**config.mk**
```make
export PLATFORM = sky130hd
export DESIGN_NAME = tmr8_timer
export DESIGN_NICKNAME = d
export VERILOG_FILES = /design/src/include/tmr8_pkg.sv /design/src/rtl/tmr8_prescaler.sv /design/src/rtl/tmr8_timer.sv /design/src/rtl/tmr8_wave_out.sv
export SDC_FILE = /design/constraint.sdc
export NUM_CORES = 1
export LEC_CHECK = 0
export BUFFER_PORTS_ARGS = -buffer_cell sky130_fd_sc_hd__buf_2
export CORE_UTILIZATION = 55
export CTS_CLUSTER_DIAMETER = 40
export DETAILED_ROUTE_END_ITERATION = 10
export HOLD_SLACK_MARGIN = 0.15
export PLACE_DENSITY = 0.75
export SYNTH_ARGS = -nofsm -noshare
export SYNTH_HDL_FRONTEND = slang
export SYNTH_SLANG_ARGS = --single-unit
```
**constraint.sdc**
```tcl
create_clock -name ref_clk_i -period 5.4 [get_ports ref_clk_i]
set_input_delay 1.08 -clock ref_clk_i [delete_from_list [all_inputs] [get_ports ref_clk_i]]
set_output_delay 1.08 -clock ref_clk_i [all_outputs]
set_load 0.01 [all_outputs]
```
**src/include/tmr8_pkg.sv**
```systemverilog
// package of register map, field layout and mode codes for the 8-bit timer
package tmr8_pkg;
	// ==============================
	// register addresses (8-bit I/O space)
	localparam logic [7:0] ADDR_IRQ_FLAGS   = 8'h15;
	localparam logic [7:0] ADDR_IRQ_ENABLES = 8'h6E;
	localparam logic [7:0] ADDR_CONTROL_A   = 8'h24;
	localparam logic [7:0] ADDR_CONTROL_B   = 8'h25;
	localparam logic [7:0] ADDR_COUNT       = 8'h26;
	localparam logic [7:0] ADDR_COMPARE_A   = 8'h27;
	localparam logic [7:0] ADDR_COMPARE_B   = 8'h28;
	// ==============================
	// field positions
	localparam int FORCE_A_BIT   = 7;
	localparam int FORCE_B_BIT   = 6;
	localparam int WAVE_MSB_BIT  = 3;
	localparam int CS_LSB        = 0;
	localparam int ACT_A_LSB     = 6;
	localparam int ACT_B_LSB     = 4;
	localparam int WAVE_LOW_LSB  = 0;
	localparam int MATCH_B_BIT   = 2;
	localparam int MATCH_A_BIT   = 1;
	localparam int OVF_BIT       = 0;
	// ==============================
	// reset values and constants
	localparam logic [7:0] RESET_VALUE = 8'h00;
	localparam logic [7:0] COUNT_MAX   = 8'hFF;
	localparam logic [7:0] COUNT_BOTTOM = 8'h00;
	localparam logic [2:0] IRQ_MASK    = 3'h7;
	// ==============================
	// clock source codes
	localparam logic [2:0] CS_STOP     = 3'h0;
	localparam logic [2:0] CS_DIV1     = 3'h1;
	localparam logic [2:0] CS_DIV8     = 3'h2;
	localparam logic [2:0] CS_DIV64    = 3'h3;
	localparam logic [2:0] CS_DIV256   = 3'h4;
	localparam logic [2:0] CS_DIV1024  = 3'h5;
	localparam logic [2:0] CS_EXT_FALL = 3'h6;
	localparam logic [2:0] CS_EXT_RISE = 3'h7;
	// ==============================
	// output action codes
	localparam logic [1:0] ACT_OFF    = 2'h0;
	localparam logic [1:0] ACT_TOGGLE = 2'h1;
	localparam logic [1:0] ACT_CLEAR  = 2'h2;
	localparam logic [1:0] ACT_SET    = 2'h3;
	// ==============================
	// waveform modes
	localparam logic [2:0] WM_NORMAL     = 3'h0;
	localparam logic [2:0] WM_PHASE_FF   = 3'h1;
	localparam logic [2:0] WM_CLEAR_MATCH = 3'h2;
	localparam logic [2:0] WM_FAST_FF    = 3'h3;
	localparam logic [2:0] WM_PHASE_CMP  = 3'h5;
	localparam logic [2:0] WM_FAST_CMP   = 3'h7;

	typedef struct packed {
		logic       wr;
		logic       rd;
		logic [7:0] addr;
		logic [7:0] wdata;
	} cpu_req_t;

	typedef struct packed {
		logic [1:0] action;
		logic       match;
		logic       force_hit;
	} chan_ctl_t;
endpackage : tmr8_pkg

```
**src/rtl/tmr8_prescaler.sv**
```systemverilog
// prescaler and clock-source selector producing a one-cycle count tick
`timescale 1ns/10ps
module tmr8_prescaler
	import tmr8_pkg::*;
(
	input  wire logic       ref_clk_i,
	input  wire logic       rst_i,
	input  wire logic       clk_en_i,
	input  wire logic [2:0] sel_i,
	input  wire logic       ext_pin_i,
	output logic            tick_o
);
	// ==============================
	// prescale counter
	logic [9:0] div_ff;
	logic       ext_ff;
	logic       ext_rise;
	logic       ext_fall;

	always_ff @(posedge ref_clk_i or posedge rst_i) begin
		if (rst_i) begin
			div_ff <= 10'h000;
			ext_ff <= 1'b0;
		end else if (clk_en_i) begin
			div_ff <= div_ff + 10'h001;
			// pin sampled regardless of port direction so software may drive it
			ext_ff <= ext_pin_i;
		end
	end

	assign ext_rise = ext_pin_i & ~ext_ff;
	assign ext_fall = ~ext_pin_i & ext_ff;

	// ==============================
	// source selection
	always_comb begin
		case (sel_i)
			CS_STOP:     tick_o = 1'b0;
			CS_DIV1:     tick_o = clk_en_i;
			CS_DIV8:     tick_o = clk_en_i & (div_ff[2:0] == 3'h7);
			CS_DIV64:    tick_o = clk_en_i & (div_ff[5:0] == 6'h3F);
			CS_DIV256:   tick_o = clk_en_i & (div_ff[7:0] == 8'hFF);
			CS_DIV1024:  tick_o = clk_en_i & (div_ff == 10'h3FF);
			CS_EXT_FALL: tick_o = clk_en_i & ext_fall;
			CS_EXT_RISE: tick_o = clk_en_i & ext_rise;
			default:     tick_o = 1'b0;
		endcase
	end

	a_stop_no_tick: assert property (@(posedge ref_clk_i) disable iff (rst_i)
		(sel_i == CS_STOP) |-> !tick_o)
		else $error("tick while stopped");
endmodule : tmr8_prescaler

```
**src/rtl/tmr8_timer.sv**
```systemverilog
// 8-bit timer with two compare channels and its register file
// Operation
// - writing one to force A in non-PWM mode forces a match on output A
// - writing one to force B in non-PWM mode forces a match on output B
// - forced match acts per the current action bits; strobe not stored
// - forced match sets no flag and never clears the counter
// - force bits always read zero
// - reserved control B bits 5:4 and mask/flag bits 7:3 read zero
// - control B bit 3 is the top waveform mode bit with control A low bits
// - control B bits 2:0 select the counter clock source
// - external pin edges count even when the pin is an output
// - counter readable and writable as the live count
// - counter write blocks compare match on the next timer tick
// - compare A continuously compared; match flags or drives output A
// - compare B continuously compared; match flags or drives output B
// - enables in bits 2..0; request needs enable, global bit and flag
// - match with compare B sets flag bit 2
// - match with compare A sets flag bit 1
// - overflow sets flag bit 0, point depends on mode
// - flag cleared by vector acknowledge or by writing one
// - overflow at max in normal/clear/fast-ff, bottom phase, top fast-cmp
// - non-PWM actions: off, toggle, clear, set
`timescale 1ns/10ps
module tmr8_timer
	import tmr8_pkg::*;
(
	input  wire logic       ref_clk_i,
	input  wire logic       rst_i,
	input  wire logic       clk_en_i,
	input  wire cpu_req_t   cpu_i,
	output logic [7:0]      rdata_o,
	input  wire logic       global_irq_en_i,
	input  wire logic [2:0] irq_ack_i,
	output logic [2:0]      irq_req_o,
	input  wire logic       ext_count_pin_i,
	output logic            wave_out_a_o,
	output logic            wave_out_b_o
);
	// ==============================
	// register state
	logic [7:0] ctrl_a_ff;
	logic [3:0] ctrl_b_ff;
	logic [7:0] count_ff;
	logic [7:0] cmp_a_ff;
	logic [7:0] cmp_b_ff;
	logic [2:0] irq_en_ff;
	logic [2:0] flags_ff;
	logic       block_ff;
	logic       down_ff;
	logic [7:0] rdata_ff;

	logic [7:0] nxt_count;
	logic       nxt_down;
	logic [2:0] nxt_flags;
	logic [7:0] nxt_rdata;

	// ==============================
	// decode
	wire wr_flags = cpu_i.wr && (cpu_i.addr == ADDR_IRQ_FLAGS);
	wire wr_en    = cpu_i.wr && (cpu_i.addr == ADDR_IRQ_ENABLES);
	wire wr_ca    = cpu_i.wr && (cpu_i.addr == ADDR_CONTROL_A);
	wire wr_cb    = cpu_i.wr && (cpu_i.addr == ADDR_CONTROL_B);
	wire wr_cnt   = cpu_i.wr && (cpu_i.addr == ADDR_COUNT);
	wire wr_oa    = cpu_i.wr && (cpu_i.addr == ADDR_COMPARE_A);
	wire wr_ob    = cpu_i.wr && (cpu_i.addr == ADDR_COMPARE_B);

	wire [2:0] wave_mode = {ctrl_b_ff[WAVE_MSB_BIT], ctrl_a_ff[WAVE_LOW_LSB +: 2]};
	wire       mode_pwm  = wave_mode[0];
	wire       mode_phase = (wave_mode == WM_PHASE_FF) || (wave_mode == WM_PHASE_CMP);
	wire       top_cmp   = (wave_mode == WM_CLEAR_MATCH) || (wave_mode == WM_PHASE_CMP) ||
	                       (wave_mode == WM_FAST_CMP);
	wire [7:0] top_val   = top_cmp ? cmp_a_ff : COUNT_MAX;

	// strobes act only on the write cycle and are never stored
	wire force_a = wr_cb && cpu_i.wdata[FORCE_A_BIT] && !mode_pwm;
	wire force_b = wr_cb && cpu_i.wdata[FORCE_B_BIT] && !mode_pwm;

	// ==============================
	// clock source
	logic tick;

	tmr8_prescaler u_presc (
		.ref_clk_i (ref_clk_i),
		.rst_i     (rst_i),
		.clk_en_i  (clk_en_i),
		.sel_i     (ctrl_b_ff[CS_LSB +: 3]),
		.ext_pin_i (ext_count_pin_i),
		.tick_o    (tick)
	);

	// ==============================
	// compare and overflow events
	wire match_a = tick && !block_ff && (count_ff == cmp_a_ff);
	wire match_b = tick && !block_ff && (count_ff == cmp_b_ff);
	wire at_top  = (count_ff == top_val);

	logic ovf_evt;
	always_comb begin
		ovf_evt = 1'b0;
		if (tick) begin
			case (wave_mode)
				WM_PHASE_FF, WM_PHASE_CMP: ovf_evt = (count_ff == COUNT_BOTTOM) && down_ff;
				WM_FAST_CMP:               ovf_evt = at_top;
				default:                   ovf_evt = (count_ff == COUNT_MAX);
			endcase
		end
	end

	// ==============================
	// counter sequence; forced matches never reach here
	always_comb begin
		nxt_count = count_ff;
		nxt_down  = down_ff;
		if (wr_cnt) begin
			nxt_count = cpu_i.wdata;
		end else if (tick) begin
			if (mode_phase) begin
				if (!down_ff && at_top) begin
					nxt_down  = 1'b1;
					nxt_count = count_ff - 8'h01;
				end else if (down_ff && count_ff == COUNT_BOTTOM) begin
					nxt_down  = 1'b0;
					nxt_count = count_ff + 8'h01;
				end else begin
					nxt_count = down_ff ? count_ff - 8'h01 : count_ff + 8'h01;
				end
			end else if (top_cmp && at_top) begin
				nxt_count = COUNT_BOTTOM;
			end else begin
				nxt_count = count_ff + 8'h01;
			end
		end
	end

	// ==============================
	// flags: hardware set wins over any clear in the same cycle
	wire [2:0] set_flags = {match_b, match_a, ovf_evt};
	wire [2:0] clr_flags = irq_ack_i | (wr_flags ? cpu_i.wdata[2:0] : 3'h0);
	assign nxt_flags = set_flags | (flags_ff & ~clr_flags);

	// ==============================
	// read mux
	always_comb begin
		case (cpu_i.addr)
			ADDR_IRQ_FLAGS:   nxt_rdata = {5'h00, flags_ff};
			ADDR_IRQ_ENABLES: nxt_rdata = {5'h00, irq_en_ff};
			ADDR_CONTROL_A:   nxt_rdata = {ctrl_a_ff[7:4], 2'h0, ctrl_a_ff[1:0]};
			ADDR_CONTROL_B:   nxt_rdata = {4'h0, ctrl_b_ff};
			ADDR_COUNT:       nxt_rdata = count_ff;
			ADDR_COMPARE_A:   nxt_rdata = cmp_a_ff;
			ADDR_COMPARE_B:   nxt_rdata = cmp_b_ff;
			default:          nxt_rdata = 8'h00;
		endcase
	end

	// ==============================
	// state update
	always_ff @(posedge ref_clk_i or posedge rst_i) begin
		if (rst_i) begin
			ctrl_a_ff <= RESET_VALUE;
			ctrl_b_ff <= 4'h0;
			cmp_a_ff  <= RESET_VALUE;
			cmp_b_ff  <= RESET_VALUE;
			irq_en_ff <= 3'h0;
			rdata_ff  <= RESET_VALUE;
		end else if (clk_en_i) begin
			if (wr_ca) ctrl_a_ff <= cpu_i.wdata;
			if (wr_cb) ctrl_b_ff <= cpu_i.wdata[3:0];
			if (wr_oa) cmp_a_ff <= cpu_i.wdata;
			if (wr_ob) cmp_b_ff <= cpu_i.wdata;
			if (wr_en) irq_en_ff <= cpu_i.wdata[2:0];
			if (cpu_i.rd) rdata_ff <= nxt_rdata;
		end
	end

	always_ff @(posedge ref_clk_i or posedge rst_i) begin
		if (rst_i) begin
			count_ff <= RESET_VALUE;
			down_ff  <= 1'b0;
			flags_ff <= 3'h0;
			block_ff <= 1'b0;
		end else if (clk_en_i) begin
			count_ff <= nxt_count;
			down_ff  <= nxt_down;
			flags_ff <= nxt_flags;
			// block held until the next timer tick consumes it
			block_ff <= wr_cnt | (block_ff & ~tick);
		end
	end

	assign rdata_o   = rdata_ff;
	assign irq_req_o = global_irq_en_i ? (flags_ff & irq_en_ff) : 3'h0;

	// ==============================
	// waveform channels
	wire pwm_lvl_a = mode_phase ? (count_ff < cmp_a_ff) ^ ctrl_a_ff[ACT_A_LSB] :
	                              (count_ff <= cmp_a_ff) ^ ctrl_a_ff[ACT_A_LSB];
	wire pwm_lvl_b = mode_phase ? (count_ff < cmp_b_ff) ^ ctrl_a_ff[ACT_B_LSB] :
	                              (count_ff <= cmp_b_ff) ^ ctrl_a_ff[ACT_B_LSB];
	chan_ctl_t ctl_a;
	chan_ctl_t ctl_b;
	assign ctl_a = '{action: ctrl_a_ff[ACT_A_LSB +: 2], match: match_a, force_hit: force_a};
	assign ctl_b = '{action: ctrl_a_ff[ACT_B_LSB +: 2], match: match_b, force_hit: force_b};

	tmr8_wave_out u_wave_a (
		.ref_clk_i   (ref_clk_i),
		.rst_i       (rst_i),
		.clk_en_i    (clk_en_i),
		.ctl_i       (ctl_a),
		.pwm_i       (mode_pwm && ctrl_a_ff[ACT_A_LSB + 1]),
		.pwm_level_i (pwm_lvl_a),
		.wave_o      (wave_out_a_o)
	);

	tmr8_wave_out u_wave_b (
		.ref_clk_i   (ref_clk_i),
		.rst_i       (rst_i),
		.clk_en_i    (clk_en_i),
		.ctl_i       (ctl_b),
		.pwm_i       (mode_pwm && ctrl_a_ff[ACT_B_LSB + 1]),
		.pwm_level_i (pwm_lvl_b),
		.wave_o      (wave_out_b_o)
	);

	// ==============================
	// checks
	a_force_no_flag: assert property (@(posedge ref_clk_i) disable iff (rst_i)
		(clk_en_i && force_a && !match_a && !tick) |=> !(flags_ff[MATCH_A_BIT] && !$past(flags_ff[MATCH_A_BIT])))
		else $error("forced match set a flag");
	a_force_no_clear: assert property (@(posedge ref_clk_i) disable iff (rst_i)
		(clk_en_i && (force_a || force_b) && !tick && !wr_cnt) |=> (count_ff == $past(count_ff)))
		else $error("forced match moved counter");
	a_cb_read: assert property (@(posedge ref_clk_i) disable iff (rst_i)
		(clk_en_i && cpu_i.rd && cpu_i.addr == ADDR_CONTROL_B) |=> (rdata_o[7:4] == 4'h0))
		else $error("force or reserved bits read nonzero");
	a_flag_read: assert property (@(posedge ref_clk_i) disable iff (rst_i)
		(clk_en_i && cpu_i.rd && (cpu_i.addr == ADDR_IRQ_FLAGS || cpu_i.addr == ADDR_IRQ_ENABLES))
		|=> (rdata_o[7:3] == 5'h00))
		else $error("reserved mask or flag bits nonzero");
	a_cnt_write: assert property (@(posedge ref_clk_i) disable iff (rst_i)
		(clk_en_i && wr_cnt) |=> (count_ff == $past(cpu_i.wdata)))
		else $error("counter write lost");
	a_block: assert property (@(posedge ref_clk_i) disable iff (rst_i)
		(clk_en_i && wr_cnt) |=> (!match_a && !match_b) until_with tick)
		else $error("match not blocked after write");
	a_match_b: assert property (@(posedge ref_clk_i) disable iff (rst_i)
		(clk_en_i && match_b) |=> flags_ff[MATCH_B_BIT])
		else $error("match b flag missed");
	a_match_a: assert property (@(posedge ref_clk_i) disable iff (rst_i)
		(clk_en_i && match_a) |=> flags_ff[MATCH_A_BIT])
		else $error("match a flag missed");
	a_ovf_normal: assert property (@(posedge ref_clk_i) disable iff (rst_i)
		(clk_en_i && tick && wave_mode == WM_NORMAL && count_ff == COUNT_MAX) |=> flags_ff[OVF_BIT])
		else $error("overflow flag missed");
	a_w1c: assert property (@(posedge ref_clk_i) disable iff (rst_i)
		(clk_en_i && wr_flags && cpu_i.wdata[OVF_BIT] && !ovf_evt) |=> !flags_ff[OVF_BIT])
		else $error("write one did not clear");
	a_irq: assert property (@(posedge ref_clk_i) disable iff (rst_i)
		irq_req_o[OVF_BIT] == (global_irq_en_i && flags_ff[OVF_BIT] && irq_en_ff[OVF_BIT]))
		else $error("overflow request mismatch");
	a_w0_keep: assert property (@(posedge ref_clk_i) disable iff (rst_i)
		(clk_en_i && wr_flags && !cpu_i.wdata[MATCH_A_BIT] && !irq_ack_i[MATCH_A_BIT] && flags_ff[MATCH_A_BIT])
		|=> flags_ff[MATCH_A_BIT])
		else $error("zero write cleared flag");
endmodule : tmr8_timer

```
**src/rtl/tmr8_wave_out.sv**
```systemverilog
// one waveform output channel
`timescale 1ns/10ps
module tmr8_wave_out
	import tmr8_pkg::*;
(
	input  wire logic       ref_clk_i,
	input  wire logic       rst_i,
	input  wire logic       clk_en_i,
	input  wire chan_ctl_t  ctl_i,
	input  wire logic       pwm_i,
	input  wire logic       pwm_level_i,
	output logic            wave_o
);
	logic nxt_wave;
	logic wave_ff;

	// forced match uses the action bits live at the strobe
	always_comb begin
		nxt_wave = wave_ff;
		if (pwm_i) begin
			nxt_wave = pwm_level_i;
		end else if (ctl_i.match | ctl_i.force_hit) begin
			case (ctl_i.action)
				ACT_TOGGLE: nxt_wave = ~wave_ff;
				ACT_CLEAR:  nxt_wave = 1'b0;
				ACT_SET:    nxt_wave = 1'b1;
				default:    nxt_wave = wave_ff;
			endcase
		end
	end

	always_ff @(posedge ref_clk_i or posedge rst_i) begin
		if (rst_i) begin
			wave_ff <= 1'b0;
		end else if (clk_en_i) begin
			wave_ff <= nxt_wave;
		end
	end

	assign wave_o = wave_ff;

	a_force_set: assert property (@(posedge ref_clk_i) disable iff (rst_i)
		(clk_en_i && !pwm_i && ctl_i.force_hit && ctl_i.action == ACT_SET) |=> wave_ff)
		else $error("forced set missed");
	a_force_tog: assert property (@(posedge ref_clk_i) disable iff (rst_i)
		(clk_en_i && !pwm_i && ctl_i.force_hit && ctl_i.action == ACT_TOGGLE) |=> (wave_ff != $past(wave_ff)))
		else $error("forced toggle missed");
endmodule : tmr8_wave_out

```
==> impl_results.md <==
* Status: finished clean
* Antenna violations before repair at 0
* Share of layout cells above drive strength 1 at 0.2008
* Max Slew Vio Count at 0
* Mapped Cells at 469
* WP data arrival at 3980 ps
* Final worst-path cycle share at 0.6935
* Area Growth Syn to Fin at 10.05%
* GRT overflow at 0
* Gpl congestion at 0.9451
* CTS buffer count at 9
* Vias in the first global route at 3775
* ANT nets after route at 0
* Power density cells at 360.9 nW/um2
* Final worst path period need at 3745 ps
* Final setup violation count at 0
* CTS max path bufs at 2
* Die Y at 90.39 um
* Max Cap Viol at 0
* Max_slew headroom at 0.3281
* Fin cells at 597
* Area of the multi-input gates at 2517 um2
* DP HPWL at 8353 um
* Cell row count at 31
* Total GRT Usage at 0.3011
* WL/cell at 19.52 um
* Synth top area share at 0.3669
* Core area at 7408 um2
* Seq cells post-synth at 63
* First-pass GRT wire length at 19330 um
* Clock-pin slew on the worst setup and hold paths at 80 ps
* Filler cells at 646
* Clock Sink Count at 63
* P_leak at 2.159 nW
* Placed cell count at 581
* WP data required at 5640 ps
* TritonCTS clock tree: yes
* VDD IR-drop max at 0.2094 mV
* Crit-path cells: nand2_1 > a211o_1 > a22o_1 > nor4b_4 > a21boi_1 > nor2_1 > a22oi_1 > a21oi_1
* Synthesized area per cell at 9.161 um2
* Number of H-tree levels at 3
* Die Area at 8169 um2
* Final layout net count at 539
* Cell type with the largest total area after synthesis: dfrtp_1
* Distinct cells, synth at 59
* Slew @ Worst Pin at 998.7 ps
* CTS hold repair buffers at 0
* Power consumption at 1.707 mW
* Post-synth EDFFs at 0
* Clk_skew at 9.124 ps
* Buf+Inv Stages, Crit Path at 0
* Register area share after synthesis at 0.3669
* Die span in x at 90.39 um
* Highest Clock Rate at 0.2670 GHz
* First DRT Iteration DRCs at 566
* IO Count at 39
* Worst-Skew Late Latency at 350 ps
* Worst Hold Class: reg -> reg
* Antenna cells at 0
* Main area contributors after synthesis: dfrtp_1, mux2_2, ha_1
* Post-Route Setup TNS at 0 ps
* Warnings from Yosys at 0
* Vias/cell at 6.608
* Critical Path Start Type: flop
* Reg area at 1577 um2
* Worst setup path class: reg -> reg
* DRC Markers at 0
* Slowest-stage cell, CP: dfrtp_1
* Synth async-reset ratio at 1.000
* Detailed Route WL at 11650 um
* CTS Root Cell: clkbuf_8
* Port Buffers at 38
* Setup crit end kind: flop
* Post-CTS setup buffers at 0
* Top FF cell, synth: dfrtp_1
* CP Max Fanout at 29
* Final hold vios at 0
* CTS resizes at 0
* Post-Route Utilization at 0.6382
* CP delay by family, top: simple AND/OR/NAND/NOR gates
* RSZ-0062 raised after global routing: no
* Via count at 3945
* Pre-antenna DRT Iters at 6
* Initial Util at 0.5800
* Crit path largest cell delay at 900 ps
* Pin count of the biggest net entering global routing at 64
* Synthesized Nets at 515
* Post-Syn Area at 4297 um2
## final timing paths
check                                          from                            end  slack, ps  depth (start not counted)
max in group asynchronous                     rst_i       ctrl_a_ff[1]$_DFFE_PP0P_       3900                          3
min                          rdata_o[0]$_DFFE_PP0P_         rdata_o[0]$_DFFE_PP0P_        470                          1
min in group asynchronous                     rst_i  u_presc.div_ff[1]$_DFFE_PP0P_        960                          3
max                        ctrl_a_ff[0]$_DFFE_PP0P_        count_ff[2]$_DFFE_PP0P_       1650                          8
min reg2reg                  rdata_o[0]$_DFFE_PP0P_         rdata_o[0]$_DFFE_PP0P_        470                          1
max reg2reg                ctrl_a_ff[0]$_DFFE_PP0P_        count_ff[2]$_DFFE_PP0P_       1650                          8
## worst register-to-register path: cells and delay by family (launching register included)
family / cells / cell delay [ps]
DFF: 1 / 900
AOI/OAI and AO/OA: 5 / 1360
and+or+nand+nor: 3 / 1390
## placed cells by master, fill, tap and decap left out, types with 8 or more instances in the layout
cell,count
dfrtp_1,63
nand2_1,41
buf_2,38
nor2_1,34
mux2_2,27
o21ai_0,26
inv_1,22
ha_1,20
nand3_1,18
a21oi_1,18
xnor2_1,16
a221oi_1,11
and3_1,11
nor3_1,10
clkbuf_8,9
a22o_1,8
## registers in the layout (all words and copies together), names as in the netlist
name,count
rdata_o,8
u_presc.ext_ff,1
cmp_a_ff,8
u_wave_b.wave_o,1
flags_ff,3
irq_en_ff,3
cmp_b_ff,8
block_ff,1
u_wave_a.wave_o,1
count_ff,8
ctrl_b_ff,4
ctrl_a_ff,6
u_presc.div_ff,10
down_ff,1
## stage by stage
| stage | setup WS (ps) | instance area (um2) | hold WS (ps) |
|---|---|---|---|
| 6_report | 1655 | 4728 | 471.9 |
| 5_1_grt | 1418 | 4728 | 492.7 |
| 4_1_cts | 1750 | 4728 | 477.9 |
| 3_5_place_dp | 1755 | 4502 | 460.9 |
| 3_3_place_gp | 1867 | 4502 | 454.6 |
| 2_1_floorplan | 2386 | 4297 | 440.0 |
## cell families (layout without fill, tap and decap cells)
kind of cell,after synthesis,after routing,share of synthesized area
buffers and inverters,49,78,0.04717
adders and majority gates,20,20,0.05824
DFF,63,63,0.3669
AOI/OAI and AO/OA,121,121,0.2041
and+or+nand+nor,163,163,0.1989
xor gates and xnor gates,23,23,0.04688
muxes,30,30,0.07775
## power breakdown
part / total (mW) / switching, mW / leakage (nW) / internal [mW]
combinational: 0.532 / 0.283 / 1.25 / 0.249
clock: 0.479 / 0.213 / 0.111 / 0.265
sequential: 0.696 / 0.163 / 0.800 / 0.533
## cell usage after synthesis, types with 8 or more instances
master	number
dfrtp_1	63
nand2_1	41
nor2_1	34
mux2_2	27
o21ai_0	26
inv_1	23
ha_1	20
clkbuf_1	19
a21oi_1	18
nand3_1	18
xnor2_1	16
a221oi_1	11
and3_1	11
nor3_1	10
a22o_1	8
## per-layer routing
| metal | GRT usage | wire length [um] |
|---|---|---|
| met2 | 0.4517 | 5194 |
| met5 | 0 | 0 |
| met3 | 0.05051 | 988 |
| met1 | 0.4265 | 5098 |
| met4 | 0.1358 | 368 |
## area by class of cell
type	count	share of cell area
Clock buffer	9	0.02620
Clock inverter	7	0.02170
Inverter	23	0.01826
Multi-Input combinational cell	357	0.5324
Sequential cell	63	0.3334
Tap cell	99	0.02620
Timing Repair Buffer	39	0.04181
No activity file was read; power rests on OpenSTA's default activity.
